==> config.mk <==
export PLATFORM = sky130hd
export DESIGN_NAME = rci_unit
export DESIGN_NICKNAME = d
export VERILOG_FILES = /design/src/design/rci_pkg.sv /design/src/design/rci_timer.sv /design/src/design/rci_unit.sv
export SDC_FILE = /design/constraint.sdc
export NUM_CORES = 1
export LEC_CHECK = 0
export ABC_AREA = 1
export BUFFER_PORTS_ARGS = -buffer_cell sky130_fd_sc_hd__buf_2
export CORE_AREA = 2 2 132 134
export DETAILED_ROUTE_END_ITERATION = 8
export DIE_AREA = 0 0 134 136
export PLACE_DENSITY_LB_ADDON = 0.2
export SETUP_SLACK_MARGIN = 0.15
export SKIP_CTS_REPAIR_TIMING = 1
export SLEW_MARGIN = 5
export SYNTH_ARGS = -nofsm -noshare
export SYNTH_HDL_FRONTEND = slang
export SYNTH_SLANG_ARGS = --single-unit
==> constraint.sdc <==
create_clock -name clk -period 5.85 [get_ports clk]
set_input_delay 0.2925 -clock clk [delete_from_list [all_inputs] [get_ports clk]]
set_output_delay 0.2925 -clock clk [all_outputs]
set_load 0.05 [all_outputs]
==> src/design/rci_pkg.sv <==
// Purpose: shared constants and types for the remap command sequencer
// Assumes: 20 MHz clock, plain strobe register port, 32-bit words
// Notes: offsets are byte addresses of aligned words
package rci_pkg;
   // register offsets
   localparam logic [7:0] OFF_CAP = 8'h00; // capability, read only
   localparam logic [7:0] OFF_GCMD = 8'h04; // global command
   localparam logic [7:0] OFF_CCMD = 8'h08; // context-cache command
   localparam logic [7:0] OFF_TLB = 8'h0c; // iotlb command
   localparam logic [7:0] OFF_PMEN = 8'h10; // protected memory enable
   localparam logic [7:0] OFF_STAT = 8'h14; // status
   localparam logic [7:0] OFF_ROOT = 8'h18; // root table pointer
   localparam logic [7:0] OFF_IRTP = 8'h1c; // interrupt table pointer
   localparam logic [7:0] OFF_DTAG = 8'h20; // domain tag check
   // command register field positions
   localparam int B_GO = 0; // start command
   localparam int B_GLOBAL = 1; // global scope
   localparam int B_HINT = 2; // nonleaf_keep_hint on page-selective
   localparam int B_GC_SRTP = 1; // gcmd: set root pointer
   localparam int B_GC_SIRTP = 2; // gcmd: set interrupt pointer
   localparam int B_GC_DMAEN = 3; // gcmd: dma remap enable
   localparam int B_GC_IREN = 4; // gcmd: interrupt remap enable
   localparam int B_GC_WBF = 5; // gcmd: write buffer flush
   localparam int B_GC_IEC = 6; // gcmd: global interrupt entry cache inval
   // capability bits
   localparam int B_CAP_WBF = 0; // write_buffer_flush_required
   localparam int B_CAP_CM = 1; // caching_mode
   // reset values
   localparam logic [31:0] RST_WORD = 32'h0000_0000;
   localparam logic WBF_REQ_DEFAULT = 1'b1;
   localparam logic CM_DEFAULT = 1'b0;
   // timing: each cache operation takes a fixed drain time
   localparam int OP_TIME_NS = 200;
   localparam int CLK_NS = 50;
   localparam int OP_CYCLES = (OP_TIME_NS + CLK_NS - 1) / CLK_NS;
   localparam logic [3:0] OP_COUNT = 4'(OP_CYCLES);
   // kinds of queued operation
   typedef enum logic [2:0] {
      OP_NONE = 3'b000,
      OP_WBF = 3'b001,
      OP_CTX = 3'b010,
      OP_TLB = 3'b011,
      OP_IEC = 3'b100,
      OP_PTR = 3'b101
   } rci_op_t;
   // request to the timing engine
   typedef struct packed {
      logic start;
      rci_op_t op;
   } rci_req_t;
endpackage

==> src/design/rci_timer.sv <==
// Purpose: one cache operation timer, counts drain cycles then pulses done
// Assumes: start only while idle
// Notes: reused by the sequencer for flush and invalidation steps
`timescale 1ns/1ps
module rci_timer (
   input wire logic clk,
   input wire logic reset,
   input wire logic start,
   output logic busy,
   output logic done
);
   logic [3:0] cnt_reg, cnt_next; // cycles left
   logic done_reg, done_next; // completion pulse

   // next state of the counter
   always_comb begin
      cnt_next = cnt_reg;
      done_next = 1'b0;
      if (start && cnt_reg == 4'h0) begin
         cnt_next = rci_pkg::OP_COUNT;
      end else if (cnt_reg != 4'h0) begin
         cnt_next = cnt_reg - 4'h1;
         done_next = (cnt_reg == 4'h1);
      end
   end

   // registers only
   always_ff @(posedge clk or posedge reset) begin
      if (reset) begin
         cnt_reg <= 4'h0;
         done_reg <= 1'b0;
      end else begin
         cnt_reg <= cnt_next;
         done_reg <= done_next;
      end
   end

   assign busy = (cnt_reg != 4'h0);
   assign done = done_reg;
endmodule // rci_timer

==> src/design/rci_unit.sv <==
// Purpose: command sequencer of one remapping unit with its cache controls
// Assumes: one clock, strobe register port, software keeps its own ordering
// Notes: each unit is independent, nothing here waits on another unit
`timescale 1ns/1ps
module rci_unit (
   input wire logic clk,
   input wire logic reset,
   input wire logic [7:0] addr,
   input wire logic [31:0] wdata,
   input wire logic wr,
   input wire logic rd,
   output logic [31:0] rdata,
   output logic dma_remap_on,
   output logic irq_remap_on,
   output logic ctx_cache_valid,
   output logic tlb_cache_valid,
   output logic nonleaf_cache_valid,
   output logic iec_valid,
   output logic [31:0] root_ptr_active,
   output logic [31:0] irq_ptr_active
);
   typedef enum logic [1:0] {
      ST_IDLE = 2'b00,
      ST_FLUSH = 2'b01,
      ST_RUN = 2'b10
   } rci_state_t;

   rci_state_t state_reg, state_next; // sequencer state
   rci_pkg::rci_op_t op_reg, op_next; // operation being carried out
   logic [3:0] src_reg, src_next; // busy flag per command register
   logic hint_reg, hint_next; // page-selective keep-nonleaf request
   logic [31:0] root_reg, root_next; // software root pointer staging
   logic [31:0] irtp_reg, irtp_next; // software interrupt pointer staging
   logic [31:0] root_act_reg, root_act_next; // pointer hardware walks
   logic [31:0] irtp_act_reg, irtp_act_next; // interrupt pointer in use
   logic dma_reg, dma_next;
   logic ir_reg, ir_next;
   logic ctx_reg, ctx_next; // context cache holds entries
   logic tlb_reg, tlb_next; // iotlb holds leaf entries
   logic nl_reg, nl_next; // nonleaf cache holds entries
   logic iec_reg, iec_next; // interrupt entry cache holds entries
   logic [15:0] dtag_reg, dtag_next; // last domain tag offered
   logic dtag_bad_reg, dtag_bad_next; // reserved tag seen under cm
   logic [31:0] rdata_reg, rdata_next;
   logic t_start, t_done; // timer busy is not needed, done alone paces the steps

   // straps: wbf requirement and caching mode are fixed capability bits
   localparam logic CAP_WBF = rci_pkg::WBF_REQ_DEFAULT;
   localparam logic CAP_CM = rci_pkg::CM_DEFAULT;

   // one timer serves flush and invalidation steps in turn
   rci_timer u_timer (
      .clk(clk),
      .reset(reset),
      .start(t_start),
      .busy(),
      .done(t_done)
   );

   // sequencer and register next values
   always_comb begin
      state_next = state_reg;
      op_next = op_reg;
      src_next = src_reg;
      hint_next = hint_reg;
      root_next = root_reg;
      irtp_next = irtp_reg;
      root_act_next = root_act_reg;
      irtp_act_next = irtp_act_reg;
      dma_next = dma_reg;
      ir_next = ir_reg;
      ctx_next = ctx_reg;
      tlb_next = tlb_reg;
      nl_next = nl_reg;
      iec_next = iec_reg;
      dtag_next = dtag_reg;
      dtag_bad_next = dtag_bad_reg;
      rdata_next = rci_pkg::RST_WORD;
      t_start = 1'b0;
      // caches refill while remapping runs; absent entries are never cached
      if (dma_reg) begin
         ctx_next = 1'b1;
         tlb_next = 1'b1;
         nl_next = 1'b1;
      end
      if (ir_reg) begin
         iec_next = 1'b1;
      end
      // register writes, ignored while a command is pending
      if (wr && state_reg == ST_IDLE) begin
         unique case (addr)
            rci_pkg::OFF_ROOT: root_next = wdata;
            rci_pkg::OFF_IRTP: irtp_next = wdata;
            rci_pkg::OFF_DTAG: begin
               dtag_next = wdata[15:0];
               // tag zero is reserved when caching mode is set
               if (CAP_CM && wdata[15:0] == 16'h0000) begin
                  dtag_bad_next = 1'b1;
               end
            end
            rci_pkg::OFF_GCMD: begin
               dma_next = wdata[rci_pkg::B_GC_DMAEN];
               ir_next = wdata[rci_pkg::B_GC_IREN];
               if (wdata[rci_pkg::B_GC_SRTP] || wdata[rci_pkg::B_GC_SIRTP]) begin
                  op_next = rci_pkg::OP_PTR;
                  src_next = 4'h1;
                  state_next = ST_RUN;
                  t_start = 1'b1;
               end else if (wdata[rci_pkg::B_GC_IEC]) begin
                  op_next = rci_pkg::OP_IEC;
                  src_next = 4'h1;
                  state_next = CAP_WBF ? ST_FLUSH : ST_RUN;
                  t_start = 1'b1;
               end else if (wdata[rci_pkg::B_GC_WBF]) begin
                  op_next = rci_pkg::OP_WBF;
                  src_next = 4'h1;
                  state_next = ST_RUN;
                  t_start = 1'b1;
               end
               // pointer select latches which pointer to swap
               hint_next = wdata[rci_pkg::B_GC_SIRTP];
            end
            rci_pkg::OFF_CCMD: begin
               if (wdata[rci_pkg::B_GO]) begin
                  op_next = rci_pkg::OP_CTX;
                  src_next = 4'h2;
                  state_next = CAP_WBF ? ST_FLUSH : ST_RUN;
                  t_start = 1'b1;
               end
            end
            rci_pkg::OFF_TLB: begin
               if (wdata[rci_pkg::B_GO]) begin
                  op_next = rci_pkg::OP_TLB;
                  src_next = 4'h4;
                  // hint honoured only on page-selective requests
                  hint_next = wdata[rci_pkg::B_HINT] && !wdata[rci_pkg::B_GLOBAL];
                  state_next = CAP_WBF ? ST_FLUSH : ST_RUN;
                  t_start = 1'b1;
               end
            end
            rci_pkg::OFF_PMEN: begin
               if (wdata[rci_pkg::B_GO]) begin
                  op_next = rci_pkg::OP_WBF;
                  src_next = 4'h8;
                  state_next = ST_RUN;
                  t_start = 1'b1;
               end
            end
            default: ; // unmapped or read-only: write dropped
         endcase
      end
      // operation steps
      unique case (state_reg)
         ST_IDLE: ;
         ST_FLUSH: begin
            // implicit write-buffer drain precedes the invalidation
            if (t_done) begin
               state_next = ST_RUN;
               t_start = 1'b1;
            end
         end
         ST_RUN: begin
            if (t_done) begin
               state_next = ST_IDLE;
               src_next = 4'h0;
               unique case (op_reg)
                  rci_pkg::OP_CTX: ctx_next = 1'b0;
                  rci_pkg::OP_TLB: begin
                     // leaf entries only leave the iotlb on an invalidation
                     tlb_next = 1'b0;
                     // keep nonleaf cache when the hint asked for it
                     if (!hint_reg) begin
                        nl_next = 1'b0;
                     end
                  end
                  rci_pkg::OP_IEC: iec_next = 1'b0;
                  rci_pkg::OP_PTR: begin
                     // old tables stay reachable via caches until invalidated
                     if (hint_reg) begin
                        irtp_act_next = irtp_reg;
                     end else begin
                        root_act_next = root_reg;
                     end
                  end
                  default: ;
               endcase
            end
         end
         default: state_next = ST_IDLE;
      endcase
      // read path, data stands the cycle after the strobe
      if (rd) begin
         unique case (addr)
            rci_pkg::OFF_CAP: begin
               rdata_next[rci_pkg::B_CAP_WBF] = CAP_WBF;
               rdata_next[rci_pkg::B_CAP_CM] = CAP_CM;
            end
            rci_pkg::OFF_GCMD: begin
               rdata_next[rci_pkg::B_GC_DMAEN] = dma_reg;
               rdata_next[rci_pkg::B_GC_IREN] = ir_reg;
            end
            rci_pkg::OFF_STAT: begin
               rdata_next[3:0] = src_reg;
               rdata_next[4] = ctx_reg;
               rdata_next[5] = tlb_reg;
               rdata_next[6] = nl_reg;
               rdata_next[7] = iec_reg;
               rdata_next[8] = dtag_bad_reg;
            end
            rci_pkg::OFF_ROOT: rdata_next = root_reg;
            rci_pkg::OFF_IRTP: rdata_next = irtp_reg;
            rci_pkg::OFF_DTAG: rdata_next[15:0] = dtag_reg;
            default: rdata_next = rci_pkg::RST_WORD;
         endcase
      end
   end

   // registers only; this unit shares no state with others
   always_ff @(posedge clk or posedge reset) begin
      if (reset) begin
         state_reg <= ST_IDLE;
         op_reg <= rci_pkg::OP_NONE;
         src_reg <= 4'h0;
         hint_reg <= 1'b0;
         root_reg <= rci_pkg::RST_WORD;
         irtp_reg <= rci_pkg::RST_WORD;
         root_act_reg <= rci_pkg::RST_WORD;
         irtp_act_reg <= rci_pkg::RST_WORD;
         dma_reg <= 1'b0;
         ir_reg <= 1'b0;
         ctx_reg <= 1'b0;
         tlb_reg <= 1'b0;
         nl_reg <= 1'b0;
         iec_reg <= 1'b0;
         dtag_reg <= 16'h0000;
         dtag_bad_reg <= 1'b0;
         rdata_reg <= rci_pkg::RST_WORD;
      end else begin
         state_reg <= state_next;
         op_reg <= op_next;
         src_reg <= src_next;
         hint_reg <= hint_next;
         root_reg <= root_next;
         irtp_reg <= irtp_next;
         root_act_reg <= root_act_next;
         irtp_act_reg <= irtp_act_next;
         dma_reg <= dma_next;
         ir_reg <= ir_next;
         ctx_reg <= ctx_next;
         tlb_reg <= tlb_next;
         nl_reg <= nl_next;
         iec_reg <= iec_next;
         dtag_reg <= dtag_next;
         dtag_bad_reg <= dtag_bad_next;
         rdata_reg <= rdata_next;
      end
   end

   // outputs straight from flip-flops
   assign rdata = rdata_reg;
   assign dma_remap_on = dma_reg;
   assign irq_remap_on = ir_reg;
   assign ctx_cache_valid = ctx_reg;
   assign tlb_cache_valid = tlb_reg;
   assign nonleaf_cache_valid = nl_reg;
   assign iec_valid = iec_reg;
   assign root_ptr_active = root_act_reg;
   assign irq_ptr_active = irtp_act_reg;
endmodule // rci_unit

## Word level (Yosys, flattened, before mapping)

Cells that the tools add are included.

- Register bits after elaboration: 197
- Bits of input ports: 44
- Logic and storage cells: 126

- Add/sub/neg operators: 1
- Equality and inequality tests: 19
- Muxes and demuxes: 65
- Bitwise logic cells: 1
- Reductions and logical operators: 22

Operator list:

| operator | count |
|---|---|
| $mux W4 | 11 |
| $eq A8 B5 Y1 const B | 4 |
| $mux W32 | 1 |
| $pmux W16 S2 | 1 |
| $pmux W4 S4 | 2 |
| $mux W1 | 27 |
| $pmux W7 S3 | 1 |
| $pmux W2 S5 | 2 |
| $mux W3 | 6 |
| $eq A8 B4 Y1 const B | 2 |
| $mux W2 | 8 |
| $pmux W2 S3 | 2 |
| $pmux W3 S4 | 1 |
| $eq A8 B3 Y1 const B | 1 |
| $eq A8 B6 Y1 const B | 1 |
| $logic_not A8 Y1 | 1 |
| $reduce_and A2 Y1 | 4 |
| $reduce_and A4 Y1 | 2 |
| $reduce_bool A4 Y1 | 2 |
| $eq A3 B2 Y1 const B | 2 |
| $eq A3 B3 Y1 const B | 2 |
| $ne A2 B2 Y1 const B | 3 |
| $reduce_and A6 Y1 | 1 |
| $eq A4 B1 Y1 const B | 1 |
| other kinds (16) | 20 |

## Longest topological paths before layout

Gate-level depths: netlist of run 1.

- Word-level depth: 9
- Depth in mapped cells: 12
- Gate-level depth less buffers: 12

## Hierarchy

From an unflattened synthesis of run 1, not the netlist that was laid out.

- Cells, all modules: 926
- Area total of the unflattened synthesis: 8,140.3 um2

By module, submodules not included:

| module | times used | cells an instance | area an instance (um2) |
|---|---|---|---|
| rci_unit | 1 | 889 | 7,843.8 |
| rci_timer | 1 | 37 | 296.5 |

## Worst setup path before layout of run 1

OpenSTA, ideal clock, no wires.

- Path type: register to register
- Start point: reg state_reg[1]
- End point: reg irtp_act_reg[2], in the netlist irq_ptr_active[2]
- Setup time: 0.125 ns
- Data arrival time: 1.316 ns
- Data required time: 5.725 ns
- Setup slack: 4.409 ns
- Stages on the path, launching flop included: 8
- Clock period less this slack: 1.441 ns
- Cell sequence: dfrtp_1 > inv_2 > nor2_2 > nand2_2 > clkinv_2 > nand4_4 > buf_2 > mux2_4

- Word-level cells in the longest chain between the ends: 2

RTL lines:

| element | line | RTL |
|---|---|---|
| from (decl) | rci_unit.sv:28 | `rci_state_t state_reg, state_next;` |
| from (signal assigned) | rci_unit.sv:239 | `state_reg <= state_next;` |
| $eq A2 B2 Y1 | rci_unit.sv:153 | `unique case (state_reg)` |
| $reduce_and A4 Y1 (no line) | - |  |
| to (signal assigned) | rci_unit.sv:228 | `irtp_act_reg <= rci_pkg::RST_WORD;` |
| to (signal assigned) | rci_unit.sv:246 | `irtp_act_reg <= irtp_act_next;` |
| to (decl) | rci_unit.sv:35 | `logic [31:0] irtp_act_reg, irtp_act_next;` |

Every way passes these cells.
A chain may end at the register's enable or synchronous reset.

## Final worst setup path of run 1

- Start point: in addr[2]
- End point: reg root_reg[30]

- Word-level cells in the longest chain between the ends: 2

RTL lines:

| element | line | RTL |
|---|---|---|
| from (decl) | rci_unit.sv:8 | `input wire logic [7:0] addr,` |
| $eq A8 B5 Y1 | rci_unit.sv:91 | `unique case (addr)` |
| $reduce_and A2 Y1 (no line) | - |  |
| to (signal assigned) | rci_unit.sv:225 | `root_reg <= rci_pkg::RST_WORD;` |
| to (signal assigned) | rci_unit.sv:243 | `root_reg <= root_next;` |
| to (decl) | rci_unit.sv:32 | `logic [31:0] root_reg, root_next;` |

Every way passes these cells.

==> metrics.json, run 1 <==
{
  "place": {
    "dpl_worst_slack_ns": 2.873,
    "place_congestion": 0.8543,
    "port_buffers": 145,
    "placed_wire_length_estimate_um": 12340
  },
  "sta": {
    "setup_slack_ns": 3.295,
    "timing.slew.headroom_pct": 20.20,
    "hold-worst-slack_ns": 0.02389,
    "max_clock_freq_ghz": 0.3914,
    "slew_viol_final": 0,
    "timing.final.crit_period_ns": 2.555,
    "setup_viol": 0,
    "setup_tns_ns": 0,
    "actual_slew_at_the_worst_max_slew_pin_ns": 1.193,
    "finClkSkew_ns": 0.008783,
    "finalCritPeriodShare_pct": 43.67,
    "timing_hold_violations_final": 0,
    "rsz0062_at_grt": "no"
  },
  "worst_setup_path": {
    "timing.critical_path.slowest_stage_cell": "sky130_fd_sc_hd__nand2_2",
    "critical-path-max-stage-delay_ns": 0.78,
    "cp_common_cell": "sky130_fd_sc_hd__nand2_1",
    "worst-path-max-fanout": 64,
    "critical_setup_path_class": "in2reg",
    "kind_of_end_point_of_the_critical_path": "flip-flop",
    "setup.worst_path.start": "addr[2]",
    "worst_r2r_startpoint": "state_reg[0]$_DFF_PP0_",
    "critPathArrivalTime_ns": 2.83,
    "worst-endpoint-required_ns": 6.13,
    "critPathLaunchType": "input port",
    "cp_cell_sequence": "buf_2 > inv_1 > nand2_1 > nor2_1 > nand2_1 > inv_2 > nand2_2 > nand2_1 > o21ai_1"
  },
  "global_route": {
    "largest_net_degree_at_the_start_of_global_routing": 125,
    "grt_pass1_vias": 5802,
    "gr-total-overflow": 0,
    "use_met3_pct": 4.698,
    "globalRouteMet1Util_pct": 29.01,
    "grt_util_met2_pct": 35.19,
    "groute.usage.overall_pct": 21.47,
    "grt_first_pass_wirelength_um": 30180,
    "grt_busiest_layer": "met2",
    "antenna_found_initial": 0
  },
  "synthesis": {
    "synth_seq_cells": 197,
    "syn_area_sq_um": 8303,
    "syn_avg_cell_area_sq_um": 9.956,
    "synth_simple_gate_area_share_pct": 15.14,
    "synth_xor_xnor_area_share_pct": 0.1055,
    "yosysWarningCount": 0,
    "synth_sequential_area_ratio_pct": 59.37,
    "synth_adder_area_share_pct": 0.3014,
    "post_synth_inst_count": 834,
    "synth_compound_gate_area_share_pct": 10.64,
    "dominant_combinational_cell_family_by_area_after_synthesis": "simple AND/OR/NAND/NOR gates",
    "mappedNetlistNets": 880,
    "netlist_cell_types": 36,
    "synth_mux_area_share_pct": 8.002
  },
  "flow_run": {
    "max_cap_viol_count": 0
  },
  "finish": {
    "final_core_utilization_pct": 57.64,
    "fill_cells": 1483,
    "area_growth_syn_to_layout_pct": 17.16,
    "layout.nets": 1011,
    "insertedDiodeCount": 0,
    "share_of_post_route_cells_with_drive_strength_above_1_pct": 25.36
  },
  "routing": {
    "wire_per_inst_um": 15.76,
    "vias_per_cell": 4.993,
    "drt-pass1-iter-count": 5,
    "routed-via-count": 6007,
    "antenna_violating_nets_post_route": 0,
    "route.final.wire_length_um": 18960,
    "drt_drc_violations_left": 0,
    "initialDrtViolationCount": 427
  },
  "clock_network": {
    "clock_sink_count": 197,
    "ctsLongestPathBuffers": 2,
    "clockRootBuffer": "sky130_fd_sc_hd__clkbuf_16",
    "tritoncts.num_buffers": 17,
    "insertion_delay_ns": 0.43,
    "tritoncts": "done",
    "clkTransAtPathRegs_ns": 0.07,
    "max_h_tree_level": 4
  },
  "floorplan": {
    "design.die.area_sq_um": 18220,
    "floorplan.die.width_um": 134,
    "design.portCount": 146,
    "placeable_area_sq_um": 16880,
    "dieHeight_um": 136,
    "placement_rows": 48,
    "starting_density_of_the_core_pct": 49.20
  },
  "power": {
    "cellLeakagePower_uw": 0.005165,
    "power.density_nw_per_um2": 298.5,
    "ir_drop_mv": 0.2151
  },
  "min_path": {
    "min-delay-path-class": "in2async"
  },
  "outcome": {
    "outcome": "finished, final reports clean"
  }
}
==> cell usage after synthesis <==
library cell	count	area, sq um
sky130_fd_sc_hd__buf_6	4	45.04
sky130_fd_sc_hd__nand2_4	1	11.26
sky130_fd_sc_hd__a41oi_1	5	43.79
sky130_fd_sc_hd__nor2_1	34	127.6
sky130_fd_sc_hd__nor2_4	2	22.52
sky130_fd_sc_hd__inv_2	7	26.28
sky130_fd_sc_hd__clkinv_2	1	5.000
sky130_fd_sc_hd__o21ai_0	81	405.4
sky130_fd_sc_hd__nand2_1	222	833.3
sky130_fd_sc_hd__ha_1	2	25.02
sky130_fd_sc_hd__o221ai_1	7	61.31
sky130_fd_sc_hd__nand4_2	1	12.51
sky130_fd_sc_hd__or2_2	1	6.260
sky130_fd_sc_hd__mux2_2	3	33.78
sky130_fd_sc_hd__nand4_1	3	18.77
sky130_fd_sc_hd__a211oi_1	1	7.510
sky130_fd_sc_hd__nand3_1	21	105.1
sky130_fd_sc_hd__o211ai_1	3	22.52
sky130_fd_sc_hd__buf_4	2	15.01
sky130_fd_sc_hd__a31oi_1	5	31.28
sky130_fd_sc_hd__a21oi_1	24	120.1
sky130_fd_sc_hd__nor2_2	3	18.77
sky130_fd_sc_hd__and3_1	1	6.260
sky130_fd_sc_hd__mux2_4	42	630.6
sky130_fd_sc_hd__o31ai_1	1	7.510
sky130_fd_sc_hd__inv_1	84	315.3
sky130_fd_sc_hd__nor3_1	3	15.01
sky130_fd_sc_hd__xnor2_1	1	8.760
sky130_fd_sc_hd__clkbuf_1	10	37.54
sky130_fd_sc_hd__buf_2	17	85.08
sky130_fd_sc_hd__nand2_2	6	37.54
sky130_fd_sc_hd__clkbuf_2	1	5.000
sky130_fd_sc_hd__nand4_4	2	42.54
sky130_fd_sc_hd__o22ai_1	3	18.77
sky130_fd_sc_hd__dfrtp_1	197	4930
sky130_fd_sc_hd__o21ai_1	33	165.2
==> power breakdown <==
part           internal [uW]  total, uW  switching, uW
clock                    625       1170            541
combinational           79.6        261            181
sequential              1420       1480           53.3
==> area by class of cell <==
class | instances | area (sq um) | area share [%]
inverters | 92 | 354.1 | 3.640
repair buffers | 146 | 733.2 | 7.537
multi-input cells | 511 | 2839 | 29.18
well taps | 225 | 281.5 | 2.894
clock buffers | 19 | 452.9 | 4.656
flip-flops and latches | 197 | 4930 | 50.68
clock inverters | 13 | 137.6 | 1.415
==> routing by layer <==
| metal | part of all wire [%] | vias up |
|---|---|---|
| met2 | 48 | 150 |
| met5 | 0 | - |
| met4 | 1.2 | 0 |
| li1 | - | 2974 |
| met3 | 4.5 | 18 |
| met1 | 46 | 2865 |
==> stage by stage <==
| step | cells | power [uW] | area (sq um) |
|---|---|---|---|
| 4_1_cts | 1203 | 2926 | 9728 |
| 6_report | 1203 | 2904 | 9728 |
| 2_1_floorplan | 834 | 1681 | 8303 |
| 5_1_grt | 1203 | 3032 | 9728 |
| 3_3_place_gp | 1171 | 1758 | 9138 |
| 3_5_place_dp | 1171 | 1765 | 9138 |
==> cells by family (layout without fill, tap and decap cells) <==
group           after synthesis  after routing
mux                          45             45
simple gates                300            300
flops                       197            197
compound gates              163            163
fa+ha+maj                     2              2
xor+xnor                      1              1
buf+inv                     126            270
==> critical path, delay by kind of cell <==
| family | cells | cell delay, ns |
|---|---|---|
| and+or+nand+nor | 5 | 1.68 |
| AOI/OAI and AO/OA | 1 | 0.09 |
| buffers and inverters | 3 | 0.73 |
==> cells in the final DEF (no fill, tap or decap), types with 5 or more instances in the layout <==
cell / count
sky130_fd_sc_hd__o21ai_1: 33
sky130_fd_sc_hd__a21oi_1: 24
sky130_fd_sc_hd__nand3_1: 21
sky130_fd_sc_hd__nor2_1: 34
sky130_fd_sc_hd__nand2_1: 222
sky130_fd_sc_hd__inv_6: 5
sky130_fd_sc_hd__o21ai_0: 81
sky130_fd_sc_hd__inv_1: 83
sky130_fd_sc_hd__mux2_4: 42
sky130_fd_sc_hd__o221ai_1: 7
sky130_fd_sc_hd__a31oi_1: 5
sky130_fd_sc_hd__buf_2: 145
sky130_fd_sc_hd__clkbuf_16: 17
sky130_fd_sc_hd__nand2_2: 6
sky130_fd_sc_hd__dfrtp_1: 197
sky130_fd_sc_hd__inv_2: 7
sky130_fd_sc_hd__a41oi_1: 5
==> path summary, 6_finish.rpt <==
| path | to | slack [ns] | cells past startpoint |
|---|---|---|---|
| setup reg to reg | irq_ptr_active[27]$_DFFE_PP0P_ | 3.63 | 5 |
| min in group clk | root_reg[19]$_DFFE_PP0P_ | 0.12 | 3 |
| max in group asynchronous | rdata[27]$_DFF_PP0_ | 4.39 | 3 |
| hold reg to reg | dtag_reg[13]$_DFFE_PP0P_ | 0.48 | 2 |
| hold / removal | root_ptr_active[6]$_DFFE_PP0P_ | 0.02 | 2 |
| setup / recovery | root_reg[30]$_DFFE_PP0P_ | 3.30 | 9 |
(Power assumes the default switching activity.)
==> run 2: changes to the inputs <==
--- a/config.mk
+++ b/config.mk
@@ -7,9 +7,9 @@
 export LEC_CHECK = 0
 export ABC_AREA = 1
 export BUFFER_PORTS_ARGS = -buffer_cell sky130_fd_sc_hd__buf_2
-export CORE_AREA = 2 2 132 134
+export CORE_AREA = 2 2 125 127
 export DETAILED_ROUTE_END_ITERATION = 8
-export DIE_AREA = 0 0 134 136
+export DIE_AREA = 0 0 127 129
 export PLACE_DENSITY_LB_ADDON = 0.2
 export SETUP_SLACK_MARGIN = 0.15
 export SKIP_CTS_REPAIR_TIMING = 1
==> constraint.sdc (replaced) <==
create_clock -name clk -period 2.6 [get_ports clk]
set_input_delay 0.13 -clock clk [delete_from_list [all_inputs] [get_ports clk]]
set_output_delay 0.13 -clock clk [all_outputs]
set_load 0.05 [all_outputs]
==> run 2 against run 1 <==
  * Routed wire length rose by 1.9%
  * Die area decreased by 10%
  * Highest routed layer unchanged
  * Register-to-register slack got worse by 3.3 ns
  * Clock power grew 110%
  * Hold slack worse by 0.042 ns
  * Clock skew increased by 0.00086 ns
  * The flow now finishes with violations (hold timing)
  * Non-clock buffer count rose by 33
  * Sequential power grew 130%
  * Global-route usage rose by 3.0 points
  * Cell count is 0.33% lower
  * Critical path depth decreased by 3
  * Via count increased by 4.9%
==> metrics.json, run 2 (synthesized netlist as in run 1, its figures left out) <==
{
  "floorplan": {
    "placeable_area": {"value": 14980, "unit": "sq um", "change": "-11%"},
    "dieHeight": {"value": 129, "unit": "um", "change": "-5.1%"},
    "starting_density_of_the_core": {"value": 55.44, "unit": "%", "change": "+6.2 points"},
    "floorplan.die.width": {"value": 127, "unit": "um", "change": "-5.2%"},
    "design.portCount": {"value": 146, "change": "unchanged"},
    "placement_rows": {"value": 45, "change": "-6.3%"},
    "design.die.area": {"value": 16380, "unit": "sq um", "change": "-10%"}
  },
  "finish": {
    "insertedDiodeCount": {"value": 0, "change": "unchanged"},
    "fill_cells": {"value": 1214, "change": "-18%"},
    "share_of_post_route_cells_with_drive_strength_above_1": {"value": 25.62, "unit": "%", "change": "+0.26 points"},
    "layout.cells.most_common": "sky130_fd_sc_hd__nand2_1",
    "area_growth_syn_to_layout_pct": 20.57,
    "mostFrequentLayoutCells": "sky130_fd_sc_hd__nand2_1 (222), sky130_fd_sc_hd__dfrtp_1 (197), sky130_fd_sc_hd__buf_2 (145), sky130_fd_sc_hd__inv_1 (83), sky130_fd_sc_hd__o21ai_0 (81)",
    "layout.nets": {"value": 1044, "change": "+3.3%"},
    "multiInputGateArea": {"value": 2839, "unit": "sq um", "change": "unchanged"},
    "sequential_cell_area": {"value": 4930, "unit": "sq um", "change": "unchanged"}
  },
  "min_path": {
    "whs_path_depth": 3,
    "hold_path.startpoint": "wdata[20]",
    "min-delay-path-class": "in2reg",
    "worst_min_delay_path_endpoint": "root_reg[20]$_DFFE_PP0P_"
  },
  "flow_run": {
    "max_cap_viol_count": {"value": 0, "change": "unchanged"}
  },
  "sta": {
    "finClkSkew": {"value": 0.009639, "unit": "ns", "change": "+0.0008559 ns"},
    "timing.final.crit_period_ns": 2.222,
    "actual_slew_at_the_worst_max_slew_pin": {"value": 0.9329, "unit": "ns", "change": "-0.2599 ns"},
    "finalCritPeriodShare_pct": 85.44,
    "timing.slew.headroom": {"value": 37.69, "unit": "%", "change": "+17 points"},
    "max_clock_freq_ghz": 0.4501,
    "setup_viol": {"value": 0, "change": "unchanged"},
    "timing_hold_violations_final": {"value": 3, "change": "+3"},
    "rsz0062_at_grt": "no",
    "setup_slack": {"value": 0.3785, "unit": "ns", "change": "-2.917 ns"},
    "slew_viol_final": {"value": 0, "change": "unchanged"},
    "setup_tns": {"value": 0, "unit": "ns", "change": "unchanged"},
    "hold-worst-slack": {"value": -0.01800, "unit": "ns", "change": "-0.04190 ns"}
  },
  "global_route": {
    "grt_first_pass_wirelength": {"value": 30710, "unit": "um", "change": "+1.8%"},
    "largest_net_degree_at_the_start_of_global_routing": {"value": 65, "change": "-48%"},
    "antenna_found_initial": {"value": 0, "change": "unchanged"},
    "groute.usage.overall": {"value": 24.47, "unit": "%", "change": "+3.0 points"},
    "grt_pass1_vias": {"value": 6032, "change": "+4.0%"},
    "gr-total-overflow": {"value": 0, "change": "unchanged"}
  },
  "routing": {
    "wire_per_inst": {"value": 16.11, "unit": "um", "change": "+2.3%"},
    "initialDrtViolationCount": {"value": 431, "change": "+0.94%"},
    "drt-pass1-iter-count": {"value": 7, "change": "+2"},
    "vias_per_cell": {"value": 5.257, "change": "+5.3%"},
    "antenna_violating_nets_post_route": {"value": 0, "change": "unchanged"},
    "routed-via-count": {"value": 6303, "change": "+4.9%"},
    "drt_drc_violations_left": {"value": 0, "change": "unchanged"},
    "route.final.wire_length": {"value": 19320, "unit": "um", "change": "+1.9%"}
  },
  "place": {
    "dpl_worst_slack": {"value": 0.4197, "unit": "ns", "change": "-2.453 ns"},
    "placed_wire_length_estimate": {"value": 12970, "unit": "um", "change": "+5.1%"},
    "place_congestion": {"value": 0.9368, "change": "+9.7%"},
    "port_buffers": {"value": 145, "change": "unchanged"}
  },
  "worst_setup_path": {
    "critical_setup_path_class": "reg2reg",
    "endpoint_of_the_worst_slack_reg_to_reg_timing_path": "irq_ptr_active[31]$_DFFE_PP0P_",
    "worst_r2r_startpoint": "state_reg[1]$_DFF_PP0_",
    "critPathLaunchType": "flip-flop",
    "worst-r2r-setup-slack": {"value": 0.38, "unit": "ns", "change": "-3.25 ns"},
    "timing.reg2reg.worst_path_depth": {"value": 6, "change": "+1"},
    "worst-endpoint-required": {"value": 2.91, "unit": "ns", "change": "-3.22 ns"},
    "kind_of_end_point_of_the_critical_path": "flip-flop",
    "critPathArrivalTime": {"value": 2.53, "unit": "ns", "change": "-0.30 ns"},
    "worst-path-max-fanout": {"value": 41, "change": "-36%"}
  },
  "power": {
    "power.density": {"value": 644.9, "unit": "nW/um^2", "change": "+120%"},
    "cellLeakagePower": {"value": 0.005319, "unit": "uW", "change": "+3.0%"},
    "ir_drop": {"value": 0.4466, "unit": "mV", "change": "+110%"},
    "post-layout-total-power": {"value": 6456, "unit": "uW", "change": "+120%"}
  },
  "clock_network": {
    "insertion_delay": {"value": 0.43, "unit": "ns", "change": "about the same"},
    "tritoncts.num_buffers": {"value": 17, "change": "unchanged"},
    "clkTransAtPathRegs": {"value": 0.07, "unit": "ns", "change": "about the same"},
    "clock_sink_count": {"value": 197, "change": "unchanged"},
    "clockRootBuffer": "sky130_fd_sc_hd__clkbuf_16",
    "tritoncts": "done",
    "max_h_tree_level": {"value": 4, "change": "unchanged"},
    "ctsLongestPathBuffers": {"value": 2, "change": "unchanged"}
  },
  "outcome": {
    "outcome": "finished, violations left",
    "failed_checks": "hold timing"
  }
}
[run 2: cell count changes in the layout (fill, tap and decap cells not counted), sizes merged]
cell	change
dlygate4sd3	+18
buf	+15
inv	-7
clkbuf	+5
clkinv	+1
clkinvlp	+1
[run 2: area by class of cell]
cell class                      instances  area share, %
Sequential cell                       197          49.24
Multi-Input combinational cell        511          28.36
Timing Repair Buffer                  179          11.00
Clock buffer                           24          4.812
Inverter                               92          3.500
Tap cell                              188          2.350
Clock inverter                          8         0.7374
[run 2: critical path: stages (launching register included)]
cell and delay (ns):
sky130_fd_sc_hd__dfrtp_1 0.41, sky130_fd_sc_hd__inv_2 0.08, sky130_fd_sc_hd__nor2_2 0.09, sky130_fd_sc_hd__nand2_2 0.08, sky130_fd_sc_hd__clkinv_2 0.14, sky130_fd_sc_hd__nand4_4 0.71
sky130_fd_sc_hd__mux2_4 0.58
[run 2: metal layers]
| metal | global-route usage, % | vias to the layer above | part of all wire (%) |
|---|---|---|---|
| met1 | 32.70 | 3051 | 44 |
| met4 | 7.886 | 0 | 1.9 |
| met2 | 40.42 | 197 | 49 |
| met3 | 5.447 | 28 | 5.0 |
| met5 | 0 | - | 0 |
| li1 | - | 3027 | - |
[run 2: worst max-delay path by stage]
stage | startpoint | endpoint | cells after the start | slack [ns]
global route | state_reg[1]$_DFF_PP0_ | irq_ptr_active[30]$_DFFE_PP0P_ | 6 | 0.27
global placement | state_reg[0]$_DFF_PP0_ | irq_ptr_active[27]$_DFFE_PP0P_ | 5 | 0.45
CTS | state_reg[1]$_DFF_PP0_ | irq_ptr_active[18]$_DFFE_PP0P_ | 6 | 0.39
floorplan | reset | ctx_cache_valid$_DFF_PP0_ | 1 | -0.08
finish | state_reg[1]$_DFF_PP0_ | irq_ptr_active[31]$_DFFE_PP0P_ | 6 | 0.38
detailed placement | state_reg[1]$_DFF_PP0_ | irq_ptr_active[16]$_DFFE_PP0P_ | 6 | 0.42
[run 2: metrics by stage]
| stage | cell area [sq um] | util [%] | hold slack [ns] | instances |
|---|---|---|---|---|
| after floorplan | 8307 | - | 0.2781 | 834 |
| after global placement | 9275 | 61.93 | 0.3152 | 1149 |
| after detailed placement | 9275 | 61.93 | 0.3230 | 1149 |
| after CTS | 9831 | 65.64 | -0.1315 | 1181 |
| after global routing | 10010 | 66.84 | 0.002453 | 1199 |
| final | 10010 | 66.84 | -0.01800 | 1199 |
[run 2: report_power, final]
| part | leakage (uW) | switching [uW] | internal [uW] | total (uW) |
|---|---|---|---|---|
| logic | 0.00234 | 414 | 217 | 631 |
| clock network | 0.000270 | 1100 | 1390 | 2500 |
| registers | 0.00271 | 124 | 3200 | 3330 |
| total | 0.00532 | 1640 | 4820 | 6460 |
